<file path="src/shared/drst_pkg.sv">
`default_nettype none
package drst_pkg;

	// ****************************************
	// Clock and reset-line timing
	// ****************************************
	localparam int CLK_MHZ          = 200;
	localparam int REJECT_US        = 5;
	localparam int ACCEPT_MAX_US    = 9;
	localparam int SPIKE_US         = 5;
	localparam int REJECT_CYC       = REJECT_US * CLK_MHZ;
	localparam int ACCEPT_MAX_CYC   = ACCEPT_MAX_US * CLK_MHZ;
	localparam int SPIKE_CYC        = SPIKE_US * CLK_MHZ;
	localparam int FILT_W           = 12;

	// ****************************************
	// Post-release timing
	// ****************************************
	localparam int LOAD_START_MS    = 5;
	localparam int SLEEP_RELEASE_MS = 5;
	localparam int AWAKE_RELEASE_MS = 120;
	localparam int BLANK_MS         = 120;
	localparam int LOAD_START_CYC   = LOAD_START_MS * 1000 * CLK_MHZ;
	localparam int SLEEP_RELEASE_CYC = SLEEP_RELEASE_MS * 1000 * CLK_MHZ;
	localparam int AWAKE_RELEASE_CYC = AWAKE_RELEASE_MS * 1000 * CLK_MHZ;
	localparam int BLANK_CYC        = BLANK_MS * 1000 * CLK_MHZ;
	localparam int TIME_W           = 25;

	// ****************************************
	// Settings load
	// ****************************************
	localparam int NVM_WORDS        = 8;
	localparam int NVM_AW           = 3;
	localparam int NVM_DW           = 8;
	localparam logic AWAKE_RESET    = 1'b0;

	// ****************************************
	// Sequencer states
	// ****************************************
	typedef enum logic [1:0] {
		DRST_ST_RESET = 2'b00,
		DRST_ST_LOAD  = 2'b01,
		DRST_ST_DRAIN = 2'b10,
		DRST_ST_RUN   = 2'b11
	} drst_state_e;

endpackage
`default_nettype wire

</file>
<file path="src/design/drst_glitch_filter.sv">
`timescale 1ns/1ps
`default_nettype none
module drst_glitch_filter #(
	parameter int ACCEPT_CYC = drst_pkg::REJECT_CYC,
	parameter int SPIKE_CYC  = drst_pkg::SPIKE_CYC,
	parameter int W          = drst_pkg::FILT_W
) (
	input  wire logic clock_i,
	input  wire logic reset_i,
	input  wire logic reset_line_n_i,
	output var  logic rst_active_o
);
	import drst_pkg::*;

	typedef struct packed {
		logic         active;
		logic [W-1:0] cnt;
	} drst_filt_s;

	drst_filt_s st;
	drst_filt_s next_st;

	// ****************************************
	// Low and high persistence counting
	// ****************************************
	always_comb
	begin
		next_st = st;
		if (!st.active)
		begin
			// Lows under the accept count are noise; no partial credit kept
			if (reset_line_n_i)
				next_st.cnt = '0;
			else if (st.cnt == W'(ACCEPT_CYC - 1))
			begin
				next_st.active = 1'b1;
				next_st.cnt    = '0;
			end
			else
				next_st.cnt = st.cnt + W'(1);
		end
		else
		begin
			// A short high inside a valid pulse neither ends nor restarts it
			if (!reset_line_n_i)
				next_st.cnt = '0;
			else if (st.cnt == W'(SPIKE_CYC - 1))
			begin
				next_st.active = 1'b0;
				next_st.cnt    = '0;
			end
			else
				next_st.cnt = st.cnt + W'(1);
		end
	end

	always_ff @(posedge clock_i)
	begin
		if (reset_i)
			st <= '0;
		else
			st <= next_st;
	end

	assign rst_active_o = st.active;

endmodule // drst_glitch_filter
`default_nettype wire

</file>
<file path="src/design/drst_sequencer.sv">
`timescale 1ns/1ps
`default_nettype none
// How it works
// - Reset line is active low; logic initialises while it is held low.
// - Lows under 5us are ignored; lows over 9us always start a reset.
// - Brief highs during a valid reset pulse neither end nor restart it.
// - After release, identification, electrode voltage and settings load from NVM.
// - The settings load repeats on every release, starting within 5ms.
// - Reset while awake runs a blanking sequence ending within 120ms.
// - Reset while asleep keeps the display blank throughout.
// - On completion all registers and states hold their hardware-reset defaults.
// - Reset from sleep completes, load included, within 5ms of release.
// - Reset from awake completes, blanking and load included, within 120ms.
module drst_sequencer #(
	parameter int SLEEP_REL_CYC = drst_pkg::SLEEP_RELEASE_CYC,
	parameter int AWAKE_REL_CYC = drst_pkg::AWAKE_RELEASE_CYC,
	parameter int BLANK_SEQ_CYC = drst_pkg::BLANK_CYC,
	parameter int NVM_WORDS     = drst_pkg::NVM_WORDS
) (
	input  wire logic                       clock_i,
	input  wire logic                       reset_i,
	input  wire logic                       reset_line_n_i,
	input  wire logic [drst_pkg::NVM_DW-1:0] nvm_rd_data_i,
	input  wire logic                       cmd_valid_i,
	input  wire logic                       cmd_sleep_out_i,
	input  wire logic                       cmd_sleep_in_i,
	output var  logic                       rst_active_o,
	output var  logic                       regs_default_o,
	output var  logic                       blank_o,
	output var  logic                       blank_seq_o,
	output var  logic                       nvm_rd_o,
	output var  logic [drst_pkg::NVM_AW-1:0] nvm_addr_o,
	output var  logic                       cfg_we_o,
	output var  logic [drst_pkg::NVM_AW-1:0] cfg_addr_o,
	output var  logic [drst_pkg::NVM_DW-1:0] cfg_data_o,
	output var  logic                       busy_o,
	output var  logic                       awake_o,
	output var  logic                       cmd_accept_o,
	output var  logic                       cmd_reject_o
);
	import drst_pkg::*;

	typedef struct packed {
		drst_state_e         fsm;
		logic                rst_q;
		logic                awake;
		logic                blank;
		logic                blank_seq;
		logic [TIME_W-1:0]   blank_cnt;
		logic [TIME_W-1:0]   rel_cnt;
		logic [NVM_AW-1:0]   load_idx;
		logic                nvm_rd;
		logic [NVM_AW-1:0]   nvm_addr;
		logic                cfg_we;
		logic [NVM_AW-1:0]   cfg_addr;
		logic [NVM_DW-1:0]   cfg_data;
		logic                busy;
		logic                cmd_accept;
		logic                cmd_reject;
	} drst_seq_s;

	localparam logic [TIME_W-1:0] SLEEP_REL_T = TIME_W'(SLEEP_REL_CYC);
	localparam logic [TIME_W-1:0] AWAKE_REL_T = TIME_W'(AWAKE_REL_CYC);
	localparam logic [TIME_W-1:0] BLANK_T     = TIME_W'(BLANK_SEQ_CYC - 1);
	localparam logic [NVM_AW-1:0] LAST_IDX    = NVM_AW'(NVM_WORDS - 1);

	drst_seq_s st;
	drst_seq_s next_st;
	logic      rst_active;
	logic      cmd_window;
	logic      wake_window;
	logic      done;

	// ****************************************
	// Reset line filtering
	// ****************************************
	drst_glitch_filter #(
		.ACCEPT_CYC (REJECT_CYC),
		.SPIKE_CYC  (SPIKE_CYC),
		.W          (FILT_W)
	) u_filter (
		.clock_i        (clock_i),
		.reset_i        (reset_i),
		.reset_line_n_i (reset_line_n_i),
		.rst_active_o   (rst_active)
	);

	// ****************************************
	// Sequencing
	// ****************************************
	assign cmd_window  = (st.rel_cnt >= SLEEP_REL_T);
	assign wake_window = (st.rel_cnt >= AWAKE_REL_T);
	assign done        = (st.fsm == DRST_ST_RUN) && !st.blank_seq;

	always_comb
	begin
		next_st            = st;
		next_st.rst_q      = rst_active;
		next_st.nvm_rd     = 1'b0;
		next_st.cfg_we     = 1'b0;
		next_st.cmd_accept = 1'b0;
		next_st.cmd_reject = 1'b0;

		// Read data is valid in the same cycle as the registered strobe, so it is captured here
		if (st.nvm_rd && !rst_active)
		begin
			next_st.cfg_we   = 1'b1;
			next_st.cfg_addr = st.nvm_addr;
			next_st.cfg_data = nvm_rd_data_i;
		end

		// Blanking only starts when the pulse is taken while awake
		if (rst_active && !st.rst_q && st.awake)
		begin
			next_st.blank_seq = 1'b1;
			next_st.blank_cnt = '0;
		end
		else if (st.blank_seq)
		begin
			if (st.blank_cnt == BLANK_T)
				next_st.blank_seq = 1'b0;
			else
				next_st.blank_cnt = st.blank_cnt + TIME_W'(1);
		end

		if (st.rel_cnt != AWAKE_REL_T)
			next_st.rel_cnt = st.rel_cnt + TIME_W'(1);

		// Every command gets an answer; early ones are dropped rather than queued
		if (cmd_valid_i)
		begin
			if (rst_active || !done || !cmd_window)
				next_st.cmd_reject = 1'b1;
			else if (cmd_sleep_out_i && !wake_window)
				next_st.cmd_reject = 1'b1;
			else
			begin
				next_st.cmd_accept = 1'b1;
				if (cmd_sleep_out_i)
					next_st.awake = 1'b1;
				else if (cmd_sleep_in_i)
					next_st.awake = 1'b0;
			end
		end

		case (st.fsm)
			DRST_ST_RESET:
			begin
				next_st.rel_cnt  = '0;
				next_st.load_idx = '0;
				// Load begins on the first cycle after release, well inside 5ms
				if (!rst_active)
					next_st.fsm = DRST_ST_LOAD;
			end
			DRST_ST_LOAD:
			begin
				next_st.nvm_rd   = 1'b1;
				next_st.nvm_addr = st.load_idx;
				next_st.load_idx = st.load_idx + NVM_AW'(1);
				if (st.load_idx == LAST_IDX)
					next_st.fsm = DRST_ST_DRAIN;
			end
			DRST_ST_DRAIN:
			begin
				next_st.fsm = DRST_ST_RUN;
			end
			DRST_ST_RUN:
			begin
				next_st.fsm = DRST_ST_RUN;
			end
			default:
			begin
				next_st.fsm = DRST_ST_RESET;
			end
		endcase

		// A taken pulse overrides everything: defaults, asleep, no load
		if (rst_active)
		begin
			next_st.fsm      = DRST_ST_RESET;
			next_st.awake    = AWAKE_RESET;
			next_st.nvm_rd   = 1'b0;
			next_st.cfg_we   = 1'b0;
			next_st.rel_cnt  = '0;
			next_st.load_idx = '0;
		end

		next_st.blank = rst_active || next_st.blank_seq || !next_st.awake;
		next_st.busy  = rst_active || (next_st.fsm != DRST_ST_RUN) || next_st.blank_seq
		                || (next_st.rel_cnt < SLEEP_REL_T);
	end

	always_ff @(posedge clock_i)
	begin
		if (reset_i)
		begin
			st       <= '0;
			st.fsm   <= DRST_ST_LOAD;
			st.blank <= 1'b1;
			st.busy  <= 1'b1;
		end
		else
			st <= next_st;
	end

	// ****************************************
	// Outputs
	// ****************************************
	assign rst_active_o   = st.rst_q;
	assign regs_default_o = st.rst_q;
	assign blank_o        = st.blank;
	assign blank_seq_o    = st.blank_seq;
	assign nvm_rd_o       = st.nvm_rd;
	assign nvm_addr_o     = st.nvm_addr;
	assign cfg_we_o       = st.cfg_we;
	assign cfg_addr_o     = st.cfg_addr;
	assign cfg_data_o     = st.cfg_data;
	assign busy_o         = st.busy;
	assign awake_o        = st.awake;
	assign cmd_accept_o   = st.cmd_accept;
	assign cmd_reject_o   = st.cmd_reject;

endmodule // drst_sequencer
`default_nettype wire

</file>
<file path="config.mk">
export PLATFORM = sky130hd
export DESIGN_NAME = drst_sequencer
export DESIGN_NICKNAME = d
export VERILOG_FILES = /design/src/shared/drst_pkg.sv /design/src/design/drst_glitch_filter.sv /design/src/design/drst_sequencer.sv
export SDC_FILE = /design/constraint.sdc
export NUM_CORES = 1
export LEC_CHECK = 0
export ABC_AREA = 1
export BUFFER_PORTS_ARGS = -buffer_cell sky130_fd_sc_hd__buf_2
export CORE_MARGIN = 10
export CORE_UTILIZATION = 56
export CTS_BUF_LIST = sky130_fd_sc_hd__clkbuf_8
export CTS_CLUSTER_SIZE = 20
export DETAILED_ROUTE_END_ITERATION = 8
export GPL_ROUTABILITY_DRIVEN = 0
export GPL_TIMING_DRIVEN = 0
export PLACE_DENSITY = 0.87
export SYNTH_ARGS = -nofsm -noshare
export SYNTH_HDL_FRONTEND = slang
export SYNTH_SLANG_ARGS = --single-unit
</file>
<file path="constraint.sdc">
create_clock -name clock_i -period 1.7 [get_ports clock_i]
set_input_delay 0.17 -clock clock_i [delete_from_list [all_inputs] [get_ports clock_i]]
set_output_delay 0.17 -clock clock_i [all_outputs]
set_load 0.05 [all_outputs]
</file>
After elaboration in Yosys (flattened, before gate mapping)

Cells that the tools add are included.

Register bits after elaboration: 91
Input bits: 14
Logic and storage cells: 92

Add/subtract/negate cells: 4
$lt $le $gt $ge: 3
Equality and inequality tests: 8
Multiplexer cells: 30
Bitwise logic cells: 2
Reductions and logical operators: 27

Operator list:

| kind                                                   | count |
|---|---|
| two-way mux 25 bit                                     | 3 |
| two-way mux 26 bit                                     | 2 |
| adder 25 x 1 -> 25 bit (second input constant)         | 2 |
| two-way mux 12 bit                                     | 4 |
| two-way mux 29 bit                                     | 1 |
| equality test 25 bit (second input constant)           | 1 |
| >= comparator 25 x 20 -> 1 bit (second input constant) | 1 |
| >= comparator 25 bit (second input constant)           | 1 |
| < comparator 25 x 20 -> 1 bit (second input constant)  | 1 |
| inequality test 25 bit (second input constant)         | 1 |
| two-way mux 1 bit                                      | 14 |
| two-way mux 13 bit                                     | 1 |
| adder 12 x 1 -> 12 bit (second input constant)         | 1 |
| equality test 12 x 10 -> 1 bit (second input constant) | 1 |
| OR reduction 2 bit                                     | 4 |
| logical NOT 1 bit                                      | 7 |
| logical OR 1 bit                                       | 7 |
| one-hot mux 2 bit (3 select lines)                     | 1 |
| one-hot mux 3 bit (2 select lines)                     | 1 |
| logical AND 1 bit                                      | 5 |
| equality test 2 bit (second input constant)            | 2 |
| two-way mux 2 bit                                      | 2 |
| two-way mux 4 bit                                      | 1 |
| adder 3 x 1 -> 3 bit (second input constant)           | 1 |
| other kinds (8)                                        | 9 |

Depth between registers and ports, before layout

Gate-level depths: netlist of run 1.

Depth in word-level cells: 10
Mapped depth: 15
Gate-level depth less buffers: 15

Hierarchy

A second synthesis of run 1 with hierarchy kept.

Cell total of the unflattened synthesis: 721
Area, all modules: 4957.3 sq um

By module, submodules not included:

| module             | times used | cells an instance | area an instance (sq um) |
|---|---|---|---|
| drst_sequencer     | 1          | 633               | 4284.1 |
| drst_glitch_filter | 1          | 88                | 673.1 |

Worst setup path after synthesis of run 1

No wires, ideal clock.

Path kind: register to register
Start: reg st[22] (netlist bit)
End: reg st, in the netlist busy_o
Data arrival time: 1.469 ns
Path slack: 0.110 ns
Stages on the path, launching flop included: 15
Path through: dfxtp_1 ha_1 nand2_1 nor2_4 nand2_2 nor2_1 nand2_1 nand2_1 nand3_1 nor2_1 nand2_1 nand2_1 nand2_1 nand2_1 nand2_1

Longest elaborated chain between the ends: 6

RTL lines:

| element                                                                 | line                                         | RTL |
|---|---|---|
| start, declared                                                         | drst_sequencer.sv:67                         | `drst_seq_s st;` |
| start signal, assigned                                                  | drst_sequencer.sv:203                        | `st <= next_st;` |
| adder 25 x 1 -> 25 bit / inequality test 25 bit (equally long branches) | drst_sequencer.sv:127, drst_sequencer.sv:126 |  |
| two-way mux 25 bit (*)                                                  | drst_sequencer.sv:126                        | `if (st.rel_cnt != AWAKE_REL_T)` |
| two-way mux 25 bit (*)                                                  | drst_sequencer.sv:146                        | `case (st.fsm)` |
| two-way mux 29 bit (*)                                                  | drst_sequencer.sv:178                        | `if (rst_active)` |
| < comparator 25 x 20 -> 1 bit (*)                                       | drst_sequencer.sv:190                        | `\|\| (next_st.rel_cnt < SLEEP_REL_T);` |
| logical OR 1 bit (*)                                                    | drst_sequencer.sv:190                        |  |

Mark *: on every way between the ends. The rest lies on a longest branch, timed or not.
A chain may end at the register's enable or synchronous reset.

Final worst setup path of run 1

Start: reg st[48] (netlist bit)
End: reg st[59] (netlist bit)

Longest elaborated chain between the ends: 3

RTL lines:

| element |
|---|
| parallel branches: the longest is 3 deep, another holds adder 25 x 1 -> 25 bit |

Parallel ways; which one is timed is not known.

==> summary.md, run 1 <==
| Metric | Value |
|---|---|
| Status | `finished, violations left` |
| Failing checks | `negative setup slack` |
| Detailed placer's ending HPWL | `8.65 mm` |
| Routed Antenna Nets | `0` |
| All-layer global routing usage | `18.4%` |
| Yosys warning total | `0` |
| Htree depth | `3` |
| # port buffers | `37` |
| Clock-pin slew on the worst setup and hold paths | `0.11 ns` |
| Min-delay worst type | `in -> reg` |
| Vias in the first global route | `4,536` |
| Design Power | `4.00 mW` |
| Worst slew pin tran | `0.499 ns` |
| Synthesized net count | `731` |
| Seq cells post-synth | `91` |
| Initial antenna violation count | `0` |
| Final Hold Viols | `0` |
| CTS tree | `done` |
| # IOs | `38` |
| Crit-path max FO | `10` |
| Sequential fraction of the synthesis area | `37.9%` |
| Synth unique cells | `33` |
| Post-synthesis cell count | `711` |
| Clock Root Buffer | `clkbuf_8` |
| Initial DRC Count | `448` |
| Ant. Diodes | `0` |
| Worst vdd ir | `451 µV` |
| Die width | `113 µm` |
| First-pass detailed-route iteration total | `7` |
| Clk Latency, worst-skew pair | `0.37 ns` |
| Core area | `0.00830 mm²` |
| Data required, critical path | `2.00 ns` |
| Worst Setup End Kind | `flip-flop` |
| Total CTS buffers | `9` |
| Post-Synthesis Cell Area | `0.00481 mm²` |
| Max Cap Viol | `0` |
| Design area | `0.00578 mm²` |
| Leading area contributor after synthesis | `dfxtp_1` |
| Lkg Pwr | `2.43 nW` |
| Fill cells | `606` |
| Core Util, Final | `69.7%` |
| Vias per std cell | `5.66` |
| Relative slew slack | `66.7%` |
| Largest net degree at the start of global routing | `20` |
| Routed WL | `12.9 mm` |
| Slew Viols, Final | `0` |
| Die Y-Extent | `113 µm` |
| Final worst path period share | `103%` |
| Layout Nets | `800` |
| WS Path Type | `reg -> reg` |
| Full die area | `0.0127 mm²` |
| Clk sinks | `91` |
| Dpl cells | `853` |
| Via count | `5,036` |
| Area delta synth->final | `20.4%` |
| Tmin final | `1.75 ns` |
| Post-route setup slack | `-0.0469 ns` |
| Number of hold buffers added after cts | `0` |
| Area contributors post-synth | `dfxtp_1 38%, nand2_1 13%, nor2_1 9.5%` |
| Final non-filler cell total | `890` |
| Pwr dens | `691 mW/mm²` |
| Final TNS setup | `-0.0766 ns` |
| Syn avg cell area | `6.76 µm²` |
| RSZ-0062 raised after global routing | `yes` |
| DP Worst Slack | `-0.231 ns` |
| Clk_skew | `0.0116 ns` |
| Arr. time, crit path | `2.05 ns` |
| DRC Markers | `0` |
| CP Launch Type | `flip-flop` |
| Fin Hold WS | `0.0353 ns` |
| Max Clk Rate | `572 MHz` |
| WL per Instance | `14.5 µm` |
| Starting Density | `57.9%` |
| DP Area | `0.00512 mm²` |
| Grt total ovfl | `0` |
| Max clock buf depth | `2` |
| Finish-stage setup viols | `2` |
| First-pass GRT wire length | `20.1 mm` |
| Cell Rows | `33` |
| Share of layout cells above drive strength 1 | `25.5%` |
| Synth top area share | `37.9%` |
Yosys cell counts, drive strengths merged:
| cell type | number |
|---|---|
| nand2 | 172 |
| dfxtp | 91 |
| xnor2 | 8 |
| nor3b | 2 |
| inv | 72 |
| xor2 | 16 |
| clkbuf | 6 |
| nor4 | 11 |
| o211ai | 1 |
| and3 | 2 |
| nand3b | 4 |
| nand4 | 20 |
| a21oi | 39 |
| o2111ai | 1 |
| o21a | 2 |
| o21bai | 1 |
| buf | 23 |
| nand3 | 49 |
| o21ai | 32 |
| a31oi | 1 |
| a32o | 2 |
| nor3 | 16 |
| ha | 6 |
| nor2 | 134 |
report_power, final:
| part | switching (mW) | total [mW] | internal [mW] |
|---|---|---|---|
| Sequential | 0.0318 | 2.20 | 2.17 |
| Clock | 0.887 | 1.47 | 0.588 |
| Combinational | 0.218 | 0.326 | 0.108 |
| Total | 1.14 | 4.00 | 2.86 |
worst max-delay path: stages, from the launching register on:
cell	delay, ns
dfxtp_2	0.39
ha_4	0.18
nand4_1	0.19
inv_2	0.11
nand4_1	0.12
nand2_2	0.13
buf_4	0.13
buf_4	0.16
nand2_1	0.10
a21oi_2	0.16
path summary, 6_finish.rpt:
kind	from	end	slack (ns)	depth (start not counted)
max	st[48]	st[59]	-0.05	9
min reg2reg	u_filter.st[0]	u_filter.st[0]	0.46	1
min	nvm_rd_data_i[4]	cfg_data_o[4]	0.04	3
max reg2reg	st[48]	st[59]	-0.05	9
cell families after synthesis:
| logic type | share of synthesized area, % |
|---|---|
| buffers and inverters | 9.37 |
| adder cells (fa/ha/maj) | 1.56 |
| flip-flops | 37.9 |
| AO/OA/AOI/OAI | 8.75 |
| XOR/XNOR | 4.37 |
| AND/OR/NAND/NOR | 38.0 |
flip-flops by register name, indices dropped and copies added, names as in the netlist, named ones only:
name	cells
st	55
u_filter.st	12
cfg_data_o	8
cfg_addr_o	3
nvm_addr_o	3
awake_o	1
blank_o	1
blank_seq_o	1
busy_o	1
cfg_we_o	1
cmd_accept_o	1
cmd_reject_o	1
nvm_rd_o	1
regs_default_o	1
metal layers:
metal  up-vias  global-route usage [%]  wire (µm)
li1       2424                       -          -
met1      2259                    22.1       5080
met2       290                    30.6       6220
met5         -                       0          0
met3        63                    3.99       1180
met4         0                    7.95        456
layout make-up:
cell class / instances / area [µm²] / share of cell area (%)
timing repair buffer: 60 / 365 / 6.32
inverter: 72 / 270 / 4.67
clock buffer: 9 / 124 / 2.14
buffer: 27 / 178 / 3.07
multi-input combinational: 519 / 2760 / 47.7
clock inverter: 7 / 76.3 / 1.32
sequential: 91 / 1880 / 32.5
tap: 105 / 131 / 2.27
placed cells by master, fill, tap and decap left out, drive strengths merged:
cell type / Yosys / layout
nand4: 20 / 20
o21ai: 32 / 32
o21a: 2 / 2
clkbuf: 6 / 14
o21bai: 1 / 1
o211ai: 1 / 1
nor3: 16 / 16
inv: 72 / 77
nor2: 134 / 134
buf: 23 / 82
and3: 2 / 2
clkinv: 0 / 2
o2111ai: 1 / 1
nand2: 172 / 172
nand3: 49 / 49
xnor2: 8 / 8
nor3b: 2 / 2
nor4: 11 / 11
a21oi: 39 / 39
ha: 6 / 6
dfxtp: 91 / 91
a32o: 2 / 2
a31oi: 1 / 1
xor2: 16 / 16
nand3b: 4 / 4
repair_timing:
action / CTS / global route
pin swaps: 9 / 15
setup endpoints to repair: 24 / 38
buffers inserted: 11 / 12
gates resized for setup: 35 / 66
Note: power is estimated with default switching activity, not from simulation.
==> run 2, diff against run 1 <==
--- a/config.mk
+++ b/config.mk
@@ -10,11 +10,14 @@
 export CORE_MARGIN = 10
 export CORE_UTILIZATION = 56
 export CTS_BUF_LIST = sky130_fd_sc_hd__clkbuf_8
+export CTS_CLUSTER_DIAMETER = 120
 export CTS_CLUSTER_SIZE = 20
 export DETAILED_ROUTE_END_ITERATION = 8
 export GPL_ROUTABILITY_DRIVEN = 0
 export GPL_TIMING_DRIVEN = 0
 export PLACE_DENSITY = 0.87
+export REMOVE_ABC_BUFFERS = 1
 export SYNTH_ARGS = -nofsm -noshare
 export SYNTH_HDL_FRONTEND = slang
 export SYNTH_SLANG_ARGS = --single-unit
+export TNS_END_PERCENT = 10
==> run 2 against run 1 <==
Net effect: the run still ends with negative setup slack left; non-clock buffer count down 30; global-route usage increased by 0.31 points; clock power is essentially flat; critical path type unchanged.
==> summary.md, run 2 (synthesis gave the netlist of run 1 again) <==
| Metric | Value |
|---|---|
| Arr. time, crit path | `2.07 ns` |
| Area delta synth->final | `18.0%` |
| Worst Setup End Kind | `flip-flop` |
| First-pass GRT wire length | `20.2 mm` |
| Fill cells | `627` |
| Worst vdd ir | `507 µV` |
| Clock Root Buffer | `clkbuf_8` |
| Full die area | `0.0127 mm²` |
| Register share of total power | `55.2%` |
| Hold path depth | `3` |
| Total CTS buffers | `9` |
| Relative slew slack | `66.1%` |
| CP Launch Type | `flip-flop` |
| Starting Density | `57.9%` |
| WL per Instance | `16.0 µm` |
| Min-delay worst type | `in -> reg` |
| Clk_skew | `0.0121 ns` |
| CTS tree | `done` |
| Most frequent cells in the layout | `151 x nand2_1, 112 x nor2_1, 63 x inv_1, 59 x dfxtp_1, 43 x nand3_1` |
| Tmin final | `1.82 ns` |
| Final worst path period share | `107%` |
| Post-route setup slack | `-0.116 ns` |
| Largest net degree at the start of global routing | `28` |
| Design Power | `3.99 mW` |
| Die Y-Extent | `113 µm` |
| Core area | `0.00830 mm²` |
| Finish-stage setup viols | `28` |
| Grt total ovfl | `0` |
| Vias in the first global route | `4,487` |
| All-layer global routing usage | `18.7%` |
| Final Hold Viols | `0` |
| WS Path Type | `reg -> reg` |
| Reg with most FFs | `st` |
| Max Cap Viol | `0` |
| # port buffers | `37` |
| Via count | `5,077` |
| Max clock buf depth | `2` |
| DP Worst Slack | `-0.717 ns` |
| Data required, critical path | `1.95 ns` |
| RSZ-0062 raised after global routing | `yes` |
| Cell Rows | `33` |
| Clock-pin slew on the worst setup and hold paths | `0.11 ns` |
| Commonest non-fill, non-tap cell in the layout | `nand2_1` |
| Worst R2R Start | `st[30]` |
| Slew Viols, Final | `0` |
| Status | `finished, violations left` |
| Clk Latency, worst-skew pair | `0.38 ns` |
| Pwr dens | `704 mW/mm²` |
| Max Clk Rate | `551 MHz` |
| Ant. Diodes | `0` |
| Reg-to-reg setup timing slack | `-0.12 ns` |
| Share of layout cells above drive strength 1 | `23.8%` |
| Lkg Pwr | `2.33 nW` |
| Die width | `113 µm` |
| Worst slew pin tran | `0.508 ns` |
| Combinational share of power | `7.2%` |
| # IOs | `38` |
| Number of hold buffers added after cts | `0` |
| Design area | `0.00567 mm²` |
| Detailed placer's ending HPWL | `8.59 mm` |
| Layout Nets | `774` |
| Crit-path max FO | `4` |
| Clock power frac | `37.7%` |
| Worst r2r path cells | `13` |
| Vias per std cell | `5.88` |
| Failing checks | `negative setup slack` |
| DP Area | `0.00494 mm²` |
| Routed WL | `13.9 mm` |
| Initial antenna violation count | `0` |
| Sw Share | `28.9%` |
| Number of flip-flops in the largest register | `55` |
| Core Util, Final | `68.4%` |
| Initial DRC Count | `600` |
| Hold path start | `cmd_valid_i` |
| Htree depth | `3` |
| Reg2reg end | `busy_o` |
| Routed Antenna Nets | `0` |
| Clk sinks | `91` |
| Cell Int Power | `2.84 mW` |
| P_sw | `1.15 mW` |
| DRC Markers | `0` |
| First-pass detailed-route iteration total | `6` |
| Hold path endpoint | `cmd_reject_o` |
[run 2: through the flow]
stage,setup TNS (ns),std cells,hold slack (ns)
floorplan,-2.40,682,0.242
global placement,-11.33,824,0.418
detailed placement,-12.48,824,0.420
CTS,-0.105,848,0.0263
global route,-3.95,864,0.0362
finish,-1.40,864,0.0333
[run 2: power by group through the flow]
stage | Combinational (mW) | Clock [mW] | Sequential [mW]
global placement | 0.254 | 0 | 2.25
finish | 0.287 | 1.50 | 2.20
floorplan | 0.0886 | 0 | 2.34
CTS | 0.279 | 1.51 | 2.20
detailed placement | 0.263 | 0 | 2.25
global route | 0.310 | 1.59 | 2.21
[run 2: metal layers]
layer / part of all wire [%] / up-vias / track usage (%) / wire, µm
met3: 7.3 / 75 / 4.31 / 1020
met1: 37 / 2333 / 20.3 / 5100
met4: 4.6 / 0 / 9.81 / 632
met2: 51 / 291 / 32.8 / 7100
met5: 0 / - / 0 / 0
li1: - / 2378 / - / -
[run 2: final cells by class]
| type | instances | area [µm²] | share of cell area (%) |
|---|---|---|---|
| repair inverters | 2 | 16.3 | 0.287 |
| multi-input cells | 521 | 2800 | 49.3 |
| flip-flops and latches | 91 | 1870 | 33.0 |
| inverters | 72 | 287 | 5.05 |
| clock inverters | 7 | 76.3 | 1.35 |
| clock buffers | 9 | 124 | 2.18 |
| well taps | 105 | 131 | 2.32 |
| repair buffers | 57 | 374 | 6.59 |
[run 2: timing repair]
| item | 4_1_cts | 5_1_grt |
|---|---|---|
| setup endpoints to repair | 28 | 43 |
| pin swaps | 5 | 15 |
| gates cloned | 2 | 3 |
| resized for setup | 32 | 75 |
| buffers inserted | 6 | 13 |
[run 2: worst max-delay path by stage]
| stage | cells after the start | slack (ns) | end | start |
|---|---|---|---|---|
| 6_report | 13 | -0.12 | busy_o | st[30] |
| 5_1_grt | 8 | -0.23 | st[70] | st[61] |
| 4_1_cts | 14 | -0.06 | busy_o | st[22] |
| 3_5_place_dp | 8 | -0.72 | busy_o | st[47] |
| 3_3_place_gp | 8 | -0.70 | busy_o | st[47] |
| 2_1_floorplan | 4 | -0.1 | st[47] | regs_default_o |
[run 2: worst max-delay path: stages, from the launching register on]
cell     delay (ns)
dfxtp_1        0.41
nand2_1        0.17
nor2_4         0.20
nand2_1        0.13
nor2_2         0.11
nand2_1        0.06
nand2_1        0.08
nand3_2        0.10
nor2_1         0.12
nand2_1        0.06
nand2_1        0.08
nand2_1        0.06
nand2_1        0.05
nand2_1        0.07
==> run 3, diff against run 2 <==
--- a/config.mk
+++ b/config.mk
@@ -6,7 +6,8 @@
 export NUM_CORES = 1
 export LEC_CHECK = 0
 export ABC_AREA = 1
-export BUFFER_PORTS_ARGS = -buffer_cell sky130_fd_sc_hd__buf_2
+export ABC_CLOCK_PERIOD_IN_PS = 1700
+export BUFFER_PORTS_ARGS = -buffer_cell sky130_fd_sc_hd__clkbuf_2
 export CORE_MARGIN = 10
 export CORE_UTILIZATION = 56
 export CTS_BUF_LIST = sky130_fd_sc_hd__clkbuf_8
==> run 3 against run 2 <==
Net effect: the flow still finishes with violations (negative setup slack); largest cell class unchanged; non-clock buffer count decreased by 2; via count decreased by 1.4%; worst hold slack worse by 0.0011 ns; setup slack improved by 0.090 ns.
==> summary.md, run 3 (synthesis gave the netlist of run 1 again) <==
| Metric | Value |
|---|---|
| Total CTS buffers | `9` |
| Arr. time, crit path | `1.98 ns` |
| Hold path depth | `3` |
| # port buffers | `37` |
| Tmin final | `1.73 ns` |
| Sw Share | `28.8%` |
| Detailed placer's ending HPWL | `8.54 mm` |
| Max clock buf depth | `2` |
| Worst vdd ir | `486 µV` |
| Buf/Inv on CP | `0` |
| P_sw | `1.14 mW` |
| Routed Antenna Nets | `0` |
| Worst slew pin tran | `0.563 ns` |
| Fill cells | `641` |
| Data required, critical path | `1.96 ns` |
| Post-route setup slack | `-0.0259 ns` |
| Cell Int Power | `2.82 mW` |
| Clk Latency, worst-skew pair | `0.38 ns` |
| Slew Viols, Final | `0` |
| Share of layout cells above drive strength 1 | `24.4%` |
| First-pass GRT wire length | `20.8 mm` |
| Max Clk Rate | `579 MHz` |
| Pwr dens | `704 mW/mm²` |
| Most frequent cells in the layout | `156 x nand2_1, 105 x nor2_1, 64 x inv_1, 56 x dfxtp_1, 44 x nand3_1` |
| DP Worst Slack | `-0.704 ns` |
| WL per Instance | `16.0 µm` |
| Clk_skew | `0.0136 ns` |
| Grt total ovfl | `0` |
| Reg2reg end | `busy_o` |
| Path length in cells of the critical path | `13` |
| Max Cap Viol | `0` |
| Crit-path max FO | `4` |
| Die Y-Extent | `113 µm` |
| Vias in the first global route | `4,579` |
| Layout Nets | `770` |
| Reg with most FFs | `st` |
| All-layer global routing usage | `19.2%` |
| Commonest non-fill, non-tap cell in the layout | `nand2_1` |
| Final worst path period share | `102%` |
| Full die area | `0.0127 mm²` |
| First-pass detailed-route iteration total | `7` |
| Reg-to-reg setup timing slack | `-0.03 ns` |
| DRC Markers | `0` |
| Ant. Diodes | `0` |
| Largest net degree at the start of global routing | `28` |
| Worst Setup End Kind | `flip-flop` |
| Finish-stage setup viols | `3` |
| Failing checks | `negative setup slack` |
| Min-delay worst type | `in -> reg` |
| Vias per std cell | `5.82` |
| CP max stage cell | `dfxtp_1` |
| Via count | `5,005` |
| Cell Rows | `33` |
| Initial antenna violation count | `0` |
| Lkg Pwr | `2.25 nW` |
| Clk sinks | `91` |
| Starting Density | `57.9%` |
| Combinational share of power | `7.1%` |
| CTS tree | `done` |
| Setup crit start | `st[30]` |
| Relative slew slack | `62.5%` |
| Most used cell, CP | `nand2_1` |
| Routed WL | `13.8 mm` |
| CP max stage delay | `0.43 ns` |
| Number of flip-flops in the largest register | `55` |
| Core Util, Final | `67.8%` |
| Worst R2R Start | `st[30]` |
| Clock-pin slew on the worst setup and hold paths | `0.10 ns` |
| Core area | `0.00830 mm²` |
| Clock power frac | `37.3%` |
| Final Hold Viols | `0` |
| Die width | `113 µm` |
| CP endpoint | `busy_o` |
| Final TNS setup | `-0.0547 ns` |
| WS Path Type | `reg -> reg` |
| Status | `finished, violations left` |
| Crit-path cells | `nand2_1, nor2_2, nand2_2, nor2_1, nor2_1, nor2_1, nand3_1, nor2_2, nand2_1, nand2_1, nand2_1, nand2_1, nand2_1` |
| Register share of total power | `55.5%` |
| CP Launch Type | `flip-flop` |
| Top delay family on crit path | `simple AND/OR/NAND/NOR gates` |
| Initial DRC Count | `558` |
| Htree depth | `3` |
| Area delta synth->final | `17.1%` |
| Clock Root Buffer | `clkbuf_8` |
| # IOs | `38` |
| Worst r2r path cells | `13` |
| Multi-input gate area | `0.00278 mm²` |
| Sequential cell area | `0.00188 mm²` |
| RSZ-0062 raised after global routing | `yes` |
[run 3: cell types whose count changed in the layout (fill, tap and decap cells not counted), sizes merged]
| cell | previous run | this run |
|---|---|---|
| clkinvlp | 2 | 3 |
| nand2 | 174 | 173 |
| buf | 56 | 18 |
| clkbuf | 10 | 46 |
| inv | 76 | 74 |
[run 3: area by class of cell]
class	count	share of cell area [%]
multi-input cells	520	49.4
clock inverters	7	1.31
repair buffers	55	6.12
clock buffers	9	2.20
repair inverters	1	0.133
well taps	105	2.33
inverters	72	5.07
flip-flops and latches	91	33.4
[run 3: how the worst min path moves through the flow]
stage,start,end,slack [ns]
6_report,cmd_valid_i,cmd_reject_o,0.03
5_1_grt,cmd_valid_i,cmd_reject_o,0.05
4_1_cts,cmd_valid_i,cmd_reject_o,0.03
3_5_place_dp,cmd_valid_i,cmd_reject_o,0.42
3_3_place_gp,nvm_rd_data_i[6],cfg_data_o[6],0.42
2_1_floorplan,reset_i,st[40],0.24
[run 3: metrics by stage]
| stage | instance area [µm²] | instances | hold WS (ns) | total power [mW] |
|---|---|---|---|---|
| detailed placement | 4940 | 824 | 0.424 | 2.51 |
| global placement | 4940 | 824 | 0.420 | 2.50 |
| CTS | 5270 | 847 | 0.0274 | 3.96 |
| floorplan | 4630 | 682 | 0.242 | 2.43 |
| finish | 5630 | 860 | 0.0323 | 3.96 |
| global route | 5630 | 860 | 0.0456 | 4.09 |
[run 3: repair_timing]
item / in CTS / in global routing
hold buffers: 0 / 0
gates cloned: 2 / 0
setup endpoints to repair: 29 / 46
pin swaps: 4 / 12
gates resized for setup: 22 / 88
setup buffers: 5 / 13
[run 3: power groups by stage]
stage / clock network [mW] / registers, mW / logic (mW)
floorplan: 0 / 2.34 / 0.0886
global placement: 0 / 2.25 / 0.253
detailed placement: 0 / 2.25 / 0.263
CTS: 1.49 / 2.20 / 0.269
global route: 1.58 / 2.21 / 0.307
finish: 1.48 / 2.20 / 0.283
[run 3: per-layer routing]
layer	wire (µm)	global-route usage, %	vias up
met3	1130	4.90	94
met5	0	0	-
met4	645	11.0	0
met2	6940	32.9	296
met1	5070	20.9	2246
li1	-	-	2369
[run 3: worst register-to-register path: stages, from the launching register on]
cell and delay, ns:
dfxtp_1 0.43, nand2_1 0.15, nor2_2 0.16, nand2_2 0.11, nor2_1 0.10, nor2_1 0.06
nor2_1 0.10, nand3_1 0.09, nor2_2 0.11, nand2_1 0.06, nand2_1 0.07, nand2_1 0.06
nand2_1 0.05, nand2_1 0.06
